<file path="src/alu_pkg.sv">
// constants, types and helper functions for the subtract/swap datapath
package alu_pkg;
   localparam int             ADDR_W        = 6;
   localparam int             MEM_DEPTH     = 64;
   localparam int             MEM_IDX_W     = 6;
   // register byte offsets
   localparam logic [5:0]     OFS_INSTR     = 6'h00;
   localparam logic [5:0]     OFS_ACCUM     = 6'h04;
   localparam logic [5:0]     OFS_STATUS    = 6'h08;
   localparam logic [5:0]     OFS_BANK      = 6'h0C;
   localparam logic [5:0]     OFS_CONFIG    = 6'h10;
   localparam logic [5:0]     OFS_IDX_BASE  = 6'h14;
   localparam logic [5:0]     OFS_MEM_PTR   = 6'h18;
   localparam logic [5:0]     OFS_MEM_DATA  = 6'h1C;
   localparam logic [5:0]     OFS_RES_ADDR  = 6'h20;
   // status and config fields
   localparam int             FLG_C         = 0;
   localparam int             FLG_DC        = 1;
   localparam int             FLG_Z         = 2;
   localparam int             FLG_OV        = 3;
   localparam int             FLG_N         = 4;
   localparam int             STAT_BUSY     = 8;
   localparam int             STAT_ILLEGAL  = 9;
   localparam int             CFG_EXT_EN    = 0;
   // instruction fields
   localparam int             DEST_BIT      = 9;
   localparam int             ACC_BIT       = 8;
   localparam logic [7:0]     OPC_LIT       = 8'h08;
   localparam logic [5:0]     OPC_SUB       = 6'h17;
   localparam logic [5:0]     OPC_SUBB      = 6'h16;
   localparam logic [5:0]     OPC_SWAP      = 6'h0E;
   localparam logic [7:0]     INDEXED_MAX   = 8'h5F;
   localparam logic [3:0]     ACC_LOW_BANK  = 4'h0;
   localparam logic [3:0]     ACC_HIGH_BANK = 4'hF;
   // reset values and bus response codes
   localparam logic [7:0]     RST_ACCUM     = 8'h00;
   localparam logic [4:0]     RST_FLAGS     = 5'h00;
   localparam logic [1:0]     RESP_OKAY     = 2'h0;
   localparam logic [1:0]     RESP_SLVERR   = 2'h2;

   typedef enum logic [2:0] {PH_IDLE, PH_DECODE, PH_READ, PH_PROC, PH_WRITE} phase_t;
   typedef enum logic [2:0] {OP_NONE, OP_LIT, OP_SUB, OP_SUBB, OP_SWAP} op_t;

   function automatic op_t decode_op(input logic [15:0] instr);
      if (instr[15:8] == OPC_LIT)
         return OP_LIT;
      else if (instr[15:10] == OPC_SUB)
         return OP_SUB;
      else if (instr[15:10] == OPC_SUBB)
         return OP_SUBB;
      else if (instr[15:10] == OPC_SWAP)
         return OP_SWAP;
      else
         return OP_NONE;
   endfunction

   // 12-bit data address of a file operand
   function automatic logic [11:0] resolve_addr(input logic [15:0] instr, input logic [3:0] bank_select_register,
                                                input logic ext_en, input logic [11:0] base);
      logic [7:0] f;
      f = instr[7:0];
      if (instr[ACC_BIT])
         return {bank_select_register, f};
      else if (ext_en && f <= INDEXED_MAX)
         return base + {4'h0, f};
      else if (f <= INDEXED_MAX)
         return {ACC_LOW_BANK, f};
      else
         return {ACC_HIGH_BANK, f};
   endfunction

   function automatic logic [7:0] swap_nib(input logic [7:0] v);
      return {v[3:0], v[7:4]};
   endfunction

   function automatic logic [31:0] merge(input logic [31:0] old, input logic [31:0] wd,
                                         input logic [3:0] strb);
      logic [31:0] r;
      r = old;
      for (int i = 0; i < 4; i++) begin
         if (strb[i])
            r[i*8 +: 8] = wd[i*8 +: 8];
      end
      return r;
   endfunction
endpackage

</file>
<file path="src/subtract_swap_alu.sv">
// subtract/nibble-swap execution datapath with an AXI4-Lite register slave
//
// Notes on behaviour
// - literal minus accumulator goes to accumulator, updating N, OV, C, DC, Z.
// - file register minus accumulator, two's complement, updating all five flags.
// - with-borrow form also subtracts inverted carry; cleared carry means borrow.
// - nibble exchange swaps the halves of the file value; flags untouched.
// - destination bit 0 writes accumulator, 1 writes back the file register.
// - access bit 0 resolves the file address inside the access bank.
// - access bit 1 prefixes the file address with the bank select register.
// - access 0, extended set on, address up to 95: indexed literal offset.
// - one word, one cycle of four phases: decode, read, process, write.
//
// Chosen here: the register offsets and the AXI4-Lite interface to the registers.
`timescale 1ns/1ps
module subtract_swap_alu (
   // clock and reset
   input  wire logic                        aclk,
   input  wire logic                        aresetn,
   // write address channel
   input  wire logic [alu_pkg::ADDR_W-1:0]  awaddr,
   input  wire logic                        awvalid,
   output logic                             awready,
   // write data channel
   input  wire logic [31:0]                 wdata,
   input  wire logic [3:0]                  wstrb,
   input  wire logic                        wvalid,
   output logic                             wready,
   // write response channel
   output logic [1:0]                       bresp,
   output logic                             bvalid,
   input  wire logic                        bready,
   // read address channel
   input  wire logic [alu_pkg::ADDR_W-1:0]  araddr,
   input  wire logic                        arvalid,
   output logic                             arready,
   // read data channel
   output logic [31:0]                      rdata,
   output logic [1:0]                       rresp,
   output logic                             rvalid,
   input  wire logic                        rready
);
   import alu_pkg::*;

   typedef struct packed {
      phase_t                         phase;
      op_t                            op;
      logic [15:0]                    instr;
      logic [11:0]                    addr;
      logic [7:0]                     opnd;
      logic [7:0]                     res;
      logic [4:0]                     flg_new;
      logic [7:0]                     accum;
      logic [4:0]                     flags;
      logic [3:0]                     bank_select_register;
      logic                           ext_en;
      logic [11:0]                    idx_base;
      logic [MEM_IDX_W-1:0]           mem_ptr;
      logic                           illegal;
      logic [MEM_DEPTH-1:0][7:0]      mem;
      logic                           aw_have;
      logic [ADDR_W-1:0]              wr_addr;
      logic                           w_have;
      logic [31:0]                    wr_data;
      logic [3:0]                     wr_strb;
      logic                           awready;
      logic                           wready;
      logic                           bvalid;
      logic [1:0]                     bresp;
      logic                           arready;
      logic                           rvalid;
      logic [31:0]                    rdata;
      logic [1:0]                     rresp;
   } state_t;

   state_t      st_q;
   state_t      st_d;
   logic [7:0]  diff;
   logic        c_out;
   logic        dc_out;
   logic        ov_out;
   logic        cin;
   assign cin = (st_q.op == OP_SUBB) ? st_q.flags[FLG_C] : 1'b1;
   sub8 u_sub (
      .minuend     (st_q.opnd),
      .subtrahend  (st_q.accum),
      .carry_in    (cin),
      .diff        (diff),
      .carry       (c_out),
      .half_carry  (dc_out),
      .signed_wrap (ov_out)
   );
   always_comb begin
      logic        busy;
      logic [31:0] m;
      logic        hit;
      busy = (st_q.phase != PH_IDLE);
      m    = 32'h0000_0000;
      hit  = 1'b0;
      st_d = st_q;

      // instruction phases
      case (st_q.phase)
         PH_IDLE: st_d.phase = PH_IDLE;
         PH_DECODE: begin
            st_d.op    = decode_op(st_q.instr);
            st_d.addr  = resolve_addr(st_q.instr, st_q.bank_select_register, st_q.ext_en,
                                      st_q.idx_base);
            st_d.phase = PH_READ;
         end
         PH_READ: begin
            st_d.opnd  = (st_q.op == OP_LIT) ? st_q.instr[7:0]
                                             : st_q.mem[st_q.addr[MEM_IDX_W-1:0]];
            st_d.phase = PH_PROC;
         end
         PH_PROC: begin
            if (st_q.op == OP_SWAP)
               st_d.res = swap_nib(st_q.opnd);
            else
               st_d.res = diff;
            st_d.flg_new[FLG_C]  = c_out;
            st_d.flg_new[FLG_DC] = dc_out;
            st_d.flg_new[FLG_Z]  = (diff == 8'h00);
            st_d.flg_new[FLG_OV] = ov_out;
            st_d.flg_new[FLG_N]  = diff[7];
            st_d.phase = PH_WRITE;
         end
         PH_WRITE: begin
            st_d.illegal = (st_q.op == OP_NONE);
            if (st_q.op == OP_LIT || (st_q.op != OP_NONE && !st_q.instr[DEST_BIT]))
               st_d.accum = st_q.res;
            else if (st_q.op != OP_NONE)
               st_d.mem[st_q.addr[MEM_IDX_W-1:0]] = st_q.res;
            // swap leaves flags alone
            if (st_q.op != OP_NONE && st_q.op != OP_SWAP)
               st_d.flags = st_q.flg_new;
            st_d.phase = PH_IDLE;
         end
         default: st_d.phase = PH_IDLE;
      endcase

      // write channels: address and data taken in either order
      if (awvalid && st_q.awready) begin
         st_d.aw_have = 1'b1;
         st_d.wr_addr = awaddr;
      end
      if (wvalid && st_q.wready) begin
         st_d.w_have  = 1'b1;
         st_d.wr_data = wdata;
         st_d.wr_strb = wstrb;
      end
      if (st_q.bvalid && bready)
         st_d.bvalid = 1'b0;
      if (st_q.aw_have && st_q.w_have && !st_q.bvalid) begin
         hit = 1'b1;
         // core owns its state while an instruction is in flight
         case (st_q.wr_addr)
            OFS_INSTR: begin
               m = merge({16'h0000, st_q.instr}, st_q.wr_data, st_q.wr_strb);
               if (!busy) begin
                  st_d.instr = m[15:0];
                  st_d.phase = PH_DECODE;
               end
            end
            OFS_ACCUM: begin
               m = merge({24'h000000, st_q.accum}, st_q.wr_data, st_q.wr_strb);
               if (!busy)
                  st_d.accum = m[7:0];
            end
            OFS_STATUS: begin
               m = merge({27'h0000000, st_q.flags}, st_q.wr_data, st_q.wr_strb);
               if (!busy)
                  st_d.flags = m[4:0];
            end
            OFS_BANK: begin
               m = merge({28'h0000000, st_q.bank_select_register}, st_q.wr_data, st_q.wr_strb);
               if (!busy)
                  st_d.bank_select_register = m[3:0];
            end
            OFS_CONFIG: begin
               m = merge({31'h00000000, st_q.ext_en}, st_q.wr_data, st_q.wr_strb);
               if (!busy)
                  st_d.ext_en = m[CFG_EXT_EN];
            end
            OFS_IDX_BASE: begin
               m = merge({20'h00000, st_q.idx_base}, st_q.wr_data, st_q.wr_strb);
               if (!busy)
                  st_d.idx_base = m[11:0];
            end
            OFS_MEM_PTR: begin
               m = merge({26'h0000000, st_q.mem_ptr}, st_q.wr_data, st_q.wr_strb);
               st_d.mem_ptr = m[MEM_IDX_W-1:0];
            end
            OFS_MEM_DATA: begin
               m = merge({24'h000000, st_q.mem[st_q.mem_ptr]}, st_q.wr_data, st_q.wr_strb);
               if (!busy)
                  st_d.mem[st_q.mem_ptr] = m[7:0];
            end
            OFS_RES_ADDR: hit = 1'b1;
            default: hit = 1'b0;
         endcase
         st_d.aw_have = 1'b0;
         st_d.w_have  = 1'b0;
         st_d.bvalid  = 1'b1;
         st_d.bresp   = hit ? RESP_OKAY : RESP_SLVERR;
      end
      st_d.awready = !st_d.aw_have;
      st_d.wready  = !st_d.w_have;

      // read channel: answer registered at the address handshake edge
      if (st_q.rvalid && rready)
         st_d.rvalid = 1'b0;
      if (arvalid && st_q.arready) begin
         st_d.rvalid = 1'b1;
         st_d.rresp  = RESP_OKAY;
         case (araddr)
            OFS_INSTR:    st_d.rdata = {16'h0000, st_q.instr};
            OFS_ACCUM:    st_d.rdata = {24'h000000, st_q.accum};
            OFS_STATUS:   st_d.rdata = {22'h000000, st_q.illegal, busy, 3'h0, st_q.flags};
            OFS_BANK:     st_d.rdata = {28'h0000000, st_q.bank_select_register};
            OFS_CONFIG:   st_d.rdata = {31'h00000000, st_q.ext_en};
            OFS_IDX_BASE: st_d.rdata = {20'h00000, st_q.idx_base};
            OFS_MEM_PTR:  st_d.rdata = {26'h0000000, st_q.mem_ptr};
            OFS_MEM_DATA: st_d.rdata = {24'h000000, st_q.mem[st_q.mem_ptr]};
            OFS_RES_ADDR: st_d.rdata = {20'h00000, st_q.addr};
            default: begin
               st_d.rdata = 32'h0000_0000;
               st_d.rresp = RESP_SLVERR;
            end
         endcase
      end
      st_d.arready = !st_d.rvalid;
   end
   always_ff @(posedge aclk) begin
      if (!aresetn) begin
         st_q       <= '0;
         st_q.accum <= RST_ACCUM;
         st_q.flags <= RST_FLAGS;
      end else begin
         st_q <= st_d;
      end
   end
   assign awready = st_q.awready;
   assign wready  = st_q.wready;
   assign bvalid  = st_q.bvalid;
   assign bresp   = st_q.bresp;
   assign arready = st_q.arready;
   assign rvalid  = st_q.rvalid;
   assign rdata   = st_q.rdata;
   assign rresp   = st_q.rresp;
   // checks
   logic wr_q4;
   logic to_file;
   assign wr_q4   = (st_q.phase == PH_WRITE);
   assign to_file = st_q.instr[DEST_BIT] && st_q.op != OP_LIT && st_q.op != OP_NONE;
endmodule

</file>
<file path="src/sub8.sv">
// 8-bit subtractor: minuend - subtrahend - not(carry_in), with borrow-style flags
`timescale 1ns/1ps
module sub8 (
   // operands
   input  wire logic [7:0] minuend,
   input  wire logic [7:0] subtrahend,
   input  wire logic       carry_in,
   // results
   output logic      [7:0] diff,
   output logic            carry,
   output logic            half_carry,
   output logic            signed_wrap
);
   logic [8:0] full;
   logic [4:0] low;

   // carry set means no borrow, so add the complement plus carry
   assign full        = {1'b0, minuend} + {1'b0, ~subtrahend} + {8'h00, carry_in};
   assign low         = {1'b0, minuend[3:0]} + {1'b0, ~subtrahend[3:0]} + {4'h0, carry_in};
   assign diff        = full[7:0];
   assign carry       = full[8];
   assign half_carry  = low[4];
   assign signed_wrap = (minuend[7] != subtrahend[7]) && (full[7] != minuend[7]);
endmodule

</file>
<file path="config.mk">
export PLATFORM = sky130hd
export DESIGN_NAME = subtract_swap_alu
export DESIGN_NICKNAME = d
export VERILOG_FILES = /design/src/alu_pkg.sv /design/src/subtract_swap_alu.sv /design/src/sub8.sv
export SDC_FILE = /design/constraint.sdc
export NUM_CORES = 2
export LEC_CHECK = 0
export BUFFER_PORTS_ARGS = -buffer_cell sky130_fd_sc_hd__buf_4
export CORE_UTILIZATION = 31
export DETAILED_ROUTE_END_ITERATION = 10
export GPL_TIMING_DRIVEN = 0
export PLACE_DENSITY = 0.53
export REMOVE_ABC_BUFFERS = 1
export SLEW_MARGIN = 20
export SYNTH_ARGS = -nofsm -noshare
export SYNTH_HDL_FRONTEND = slang
export SYNTH_SLANG_ARGS = --single-unit
</file>
<file path="constraint.sdc">
create_clock -name aclk -period 6 [get_ports aclk]
set_input_delay 1.5 -clock aclk [delete_from_list [all_inputs] [get_ports aclk]]
set_output_delay 1.5 -clock aclk [all_outputs]
set_load 0.01 [all_outputs]
</file>
### Yosys cells after proc, flatten, opt, wreduce, memory -nomap -nowiden

Index checks and enable logic that the tools add are counted.

* register bits after elaboration: 689
* bits of input ports: 55
* logic and storage cells: 240

* add/sub/neg operators: 5
* order comparisons: 5
* eq/ne operators: 32
* mux-type cells: 67
* bitwise logic cells: 3
* reduce and logical (&&, ||, !) cells: 35

Operators with widths (count)
* $mux 512: 5
* $bwmux 512: 2
* $mux 513: 1
* $pmux 16 s9: 1
* $mux 8: 14
* $bmux 8 s6: 2
* $demux 8 s6: 2
* $eq 6x5->1 const B: 10
* $mux 12: 5
* $mux 37: 1
* $mux 36: 1
* $mux 35: 1
* $eq 6x4->1 const B: 5
* $mux 3: 8
* $reduce_and 4->1: 6
* $mux 5: 4
* $reduce_or 9->1: 2
* $mux 4: 4
* $lt 6x7->1 const B: 2
* $logic_and 1x1->1: 13
* $mux 13: 1
* $add 12x8->12: 1
* $eq 6x3->1 const B: 2
* $eq 6x6->1 const B: 2
* other kinds (29): 52

### Logic depth before layout (Yosys ltp)

* depth in word-level cells: 13
* depth in mapped cells: 14
* mapped depth without buffers: 11

### Cells and area by module

From an unflattened synthesis, not the netlist that was laid out.

* cells, all modules: 3937
* area, all modules: 36989.2 um2

Modules (own cells, without submodules)
* subtract_swap_alu: times used 1, cells an instance 3881, area an instance 36562.6 um2, sequential area each 13072.5 um2
* sub8: times used 1, cells an instance 56, area an instance 426.7 um2, sequential area each 0.0 um2

### Least setup slack after synthesis

OpenSTA, ideal clock, no wires.

* path kind: in2reg
* start point: in araddr[3] (netlist bit)
* end point: reg st_q, in the netlist rdata[0]
* library setup time: 0.058 ns
* arrival: 3.114 ns
* data required time: 5.942 ns
* path slack: 2.828 ns
* cell stages on the path: 8
* buffers on the path: 1
* cell sequence: clkbuf_1 o31a_1 nor3_1 nand3_1 nor3_1 inv_1 a21oi_1 a211o_1

* cells in the longest elaborated chain, start to end: 2
* elaborated cells between the ends (all ways): 10
* classes of those cells: eq/ne: 8; mux: 1; reduce/logical: 1

RTL lines
* from (decl): RTL line subtract_swap_alu.sv:34 `input wire logic [alu_pkg::ADDR_W-1:0] araddr,`
* $eq 6x6->1 (tied with other cells): RTL line subtract_swap_alu.sv:216 `case (araddr)`
* $pmux 16 s9 *: RTL line subtract_swap_alu.sv:216
* to (signal assigned): RTL line subtract_swap_alu.sv:240 `st_q <= st_d;`
* to (decl): RTL line subtract_swap_alu.sv:76 `state_t st_q;`

Every way passes the cells marked *; elsewhere a longest branch is shown, timed or not.
A chain may end at the register's enable or synchronous reset.

### Worst setup path in the final report

* start point: reg st_q[600] (netlist bit)
* end point: reg st_q[545] (netlist bit)

* cells in the longest elaborated chain, start to end: 9
* elaborated cells between the ends (all ways): 14
* classes of those cells: order compare: 2; mux: 11; reduce/logical: 1

RTL lines
* $bmux 8 s6: RTL line subtract_swap_alu.sv:195 `m = merge({24'h000000, st_q.mem[st_q.mem_ptr]}, st_q.wr_data, st_q.wr_strb);`
* $mux 8 (implied by the code): RTL line subtract_swap_alu.sv:195
* $mux 8: RTL line alu_pkg.sv:81 `if (strb[i])`
* $mux 8: RTL line subtract_swap_alu.sv:157 `case (st_q.wr_addr)`
* $mux 8: RTL line subtract_swap_alu.sv:154 `if (st_q.aw_have && st_q.w_have && !st_q.bvalid) begin`
* $bwmux 512 *: RTL line subtract_swap_alu.sv:197 `st_d.mem[st_q.mem_ptr] = m[7:0];`
* $mux 512 *: RTL line subtract_swap_alu.sv:196 `if (!busy)`
* $mux 512 *: RTL line subtract_swap_alu.sv:157
* $mux 513 *: RTL line subtract_swap_alu.sv:154

Every way passes the cells marked *; elsewhere a longest branch is shown, timed or not. The select of a mux whose other input is x is not followed.

==> summary.md <==
| Metric | Value |
|---|---|
| Die area | `118700 um2` |
| Reg power frac | `45.1%` |
| Placed insts | `5211` |
| CTS hold repair buffers | `0` |
| Critical path class | `reg -> reg` |
| Vias in the first global route | `33070` |
| Pwr Density | `234.2 nW/um2` |
| Critical Path Sink Type | `flop` |
| Gate power share | `4.1%` |
| Longest Clk Path Bufs | `3` |
| Largest net degree at the start of global routing | `108` |
| Wire length on met1 | `69730 um` |
| Slowest Stage Delay on Critical Path | `1060 ps` |
| Max-Cap Viols | `0` |
| Psw | `2.373 mW` |
| Status | `completed` |
| Max Slew Vio Count | `0` |
| Post-CTS Setup Bufs | `0` |
| TNS Setup | `0 ps` |
| Most common cell in the netlist | `dfxtp_1` |
| Synth top area share | `35.94%` |
| Std cell rows | `125` |
| Reg-to-Reg Start | `st_q[600]` |
| Startpoint class of the critical path | `flop` |
| Hold Slack | `455.1 ps` |
| Clock Power Share | `50.9%` |
| Final setup viols | `0` |
| Post-synth EDFFs | `0` |
| Netlist cell types | `80` |
| YS warnings | `0` |
| Met3 Wirelength | `22390 um` |
| Ranking of synthesized cells by area | `dfxtp_1 (36%), mux2i_1 (16%), o22ai_1 (9.0%)` |
| Global-route wire length before repair | `253500 um` |
| Top Metal Used | `met5` |
| PostCTS Resize Cnt | `0` |
| Clock tree sinks | `653` |
| Post-synth ARST share | `0%` |
| Critical path's top delay family | `simple AND/OR/NAND/NOR gates` |
| DPL Wire Length | `121400 um` |
| CTS tree | `yes` |
| Post-Syn Instances | `3902` |
| CP required | `6580 ps` |
| Nets | `3836` |
| Routed WL | `180300 um` |
| Port bufs | `59` |
| Total Routing Usage GR | `29.38%` |
| Core region area | `116200 um2` |
| Syn Area/Cell | `9.322 um2` |
| Final Critical Period | `5516 ps` |
| Seq/Total Area, Yosys | `35.94%` |
| Slowest CP cell | `nor2_1` |
| Switching Fraction | `24.42%` |
| Top FF cell, synth | `dfxtp_1` |
| Seq cells post-synth | `653` |
| Worst hold start | `rdata[12]` |
| Leak pwr | `11.93 nW` |
| CP startpoint | `st_q[600]` |
| Final worst path period share | `91.93%` |
| Initial antenna violation count | `10` |
| Flop2flop setup slack | `480 ps` |
| Clock transition at path regs | `60 ps` |
| Worst slew margin | `8.545%` |
| Pint | `7.343 mW` |
| Synth Cell Area | `36380 um2` |
| Gr ovfl total | `0` |
| Initial Util | `31.30%` |
| ANT nets after route | `0` |
| Final core utilization | `35.71%` |
| Worst VDD drop | `0.0002423 V` |
| Hold Crit Class | `reg -> reg` |
| Pre-antenna DRT Iters | `8` |
| Io pins | `96` |
| Fmax | `181.3 MHz` |
| Area growth, synth to finish | `14.07%` |
| Crit path buf inv count | `6` |
| Gpl congestion | `1.031` |
| Setup Skew | `58.39 ps` |
| Routed met2 length | `74620 um` |
| Most frequent cells after synthesis | `dfxtp_1 (653), mux2i_1 (596), o22ai_1 (522)` |
| H-Tree Depth | `3` |
| Cell taking the most area after synthesis | `dfxtp_1` |
| Unrepaired setup endpoints after global routing | `no` |
| Most common cell type on the critical path | `buf_16` |
| Clock Latency Late Sink | `680 ps` |
| Layout Cells excl Fill | `5343` |
| Critical-path cell list | `buf_16, buf_16, buf_16, inv_2, buf_12, nor2_1, a22oi_1, o22ai_1, nor4_1, or2_4, buf_12, o22ai_1` |
| Die span in x | `344.6 um` |
| Worst-path maximum fanout | `48` |
| Worst Path Arrival | `6090 ps` |
| Vias per cell | `6.724` |
| Fin. Hold Viols | `0` |
| Initial drt markers | `5639` |
| Share of layout cells above drive strength 1 | `15.51%` |
| Root buffer cell | `clkbuf_16` |
| DRC errors left | `0` |
| CTS buffer count | `74` |
| Routed vias | `35930` |
| WL/cell | `33.75 um` |
| Chip height | `344.6 um` |
| Worst-Margin Slew | `1367 ps` |
-- cell usage in the layout (no fill, tap or decap), types with 68 or more instances in the layout --
cell type,netlist,final
o21ai_0,141,135
mux4_2,70,70
a22oi_1,91,91
mux2_2,121,121
nand2_1,315,311
mux2i_1,596,596
nor2_2,62,69
a21oi_1,138,138
clkbuf_16,0,77
a221oi_1,143,143
o22ai_1,522,522
dfxtp_1,653,638
buf_4,57,68
nor2_1,142,130
-- routing by layer --
| layer | GRT usage, % | up-vias |
|---|---|---|
| li1 | - | 14890 |
| met1 | 37.56 | 17810 |
| met2 | 42.24 | 2549 |
| met3 | 9.623 | 663 |
| met4 | 18.71 | 16 |
| met5 | 0 | - |
-- flip-flops by register name, indices dropped and copies added, names as in the netlist --
| register | flops |
|---|---|
| arready | 1 |
| awready | 1 |
| bresp | 1 |
| bvalid | 1 |
| rdata | 16 |
| rresp | 1 |
| rvalid | 1 |
| st_q | 630 |
| wready | 1 |
-- layout make-up --
type | instances | area (um2)
clock buffers | 104 | 2148
multi-input cells | 2870 | 21790
clock inverters | 26 | 402.9
well taps | 1524 | 1907
fillers | 11780 | 74710
diodes | 2 | 5.005
inverters | 30 | 118.9
flip-flops and latches | 653 | 13130
repair buffers | 134 | 1997
-- cells by family (layout without fill, tap and decap cells) --
| logic type | Yosys count | count (layout) | share of synthesized area [%] |
|---|---|---|---|
| AO/OA/AOI/OAI | 1293 | 1293 | 23.80 |
| XOR/XNOR | 14 | 14 | 0.3371 |
| adder cells (fa/ha/maj) | 18 | 18 | 0.6811 |
| buffers and inverters | 396 | 294 | 5.190 |
| flip-flops | 653 | 653 | 35.94 |
| multiplexers | 787 | 787 | 24.48 |
| other | 1 | 20 | 0.01031 |
| AND/OR/NAND/NOR | 740 | 740 | 9.562 |
-- metrics by stage --
stage | power [mW] | setup WS (ps) | area [um2]
after floorplan | 4.643 | -1678 | 34660
after global placement | 4.829 | -10730 | 37010
after detailed placement | 4.853 | 793.6 | 38930
after CTS | 9.706 | 824.4 | 41480
after global routing | 9.908 | 649.1 | 41490
final | 9.717 | 484.2 | 41490
-- path summary, 6_finish.rpt --
kind / endpoint / cells past startpoint
worst max-delay path: st_q[545] / 12
worst min register to register: rdata[12] / 2
worst min-delay path: rdata[12] / 2
worst max register to register: st_q[545] / 12
-- power by group through the flow --
stage | combinational [mW] | sequential (mW) | clock [mW]
after floorplan | 0.171 | 4.47 | 0
after global routing | 0.405 | 4.38 | 5.12
after detailed placement | 0.378 | 4.48 | 0
after global placement | 0.337 | 4.49 | 0
after CTS | 0.378 | 4.38 | 4.95
final | 0.394 | 4.38 | 4.94
-- tightest hold or removal path, cell delays in order, from the launching register on --
cell     delay [ps]
dfxtp_1         310
nand2_1          50
a21oi_1          50
No activity file was read; power rests on OpenSTA's default activity.
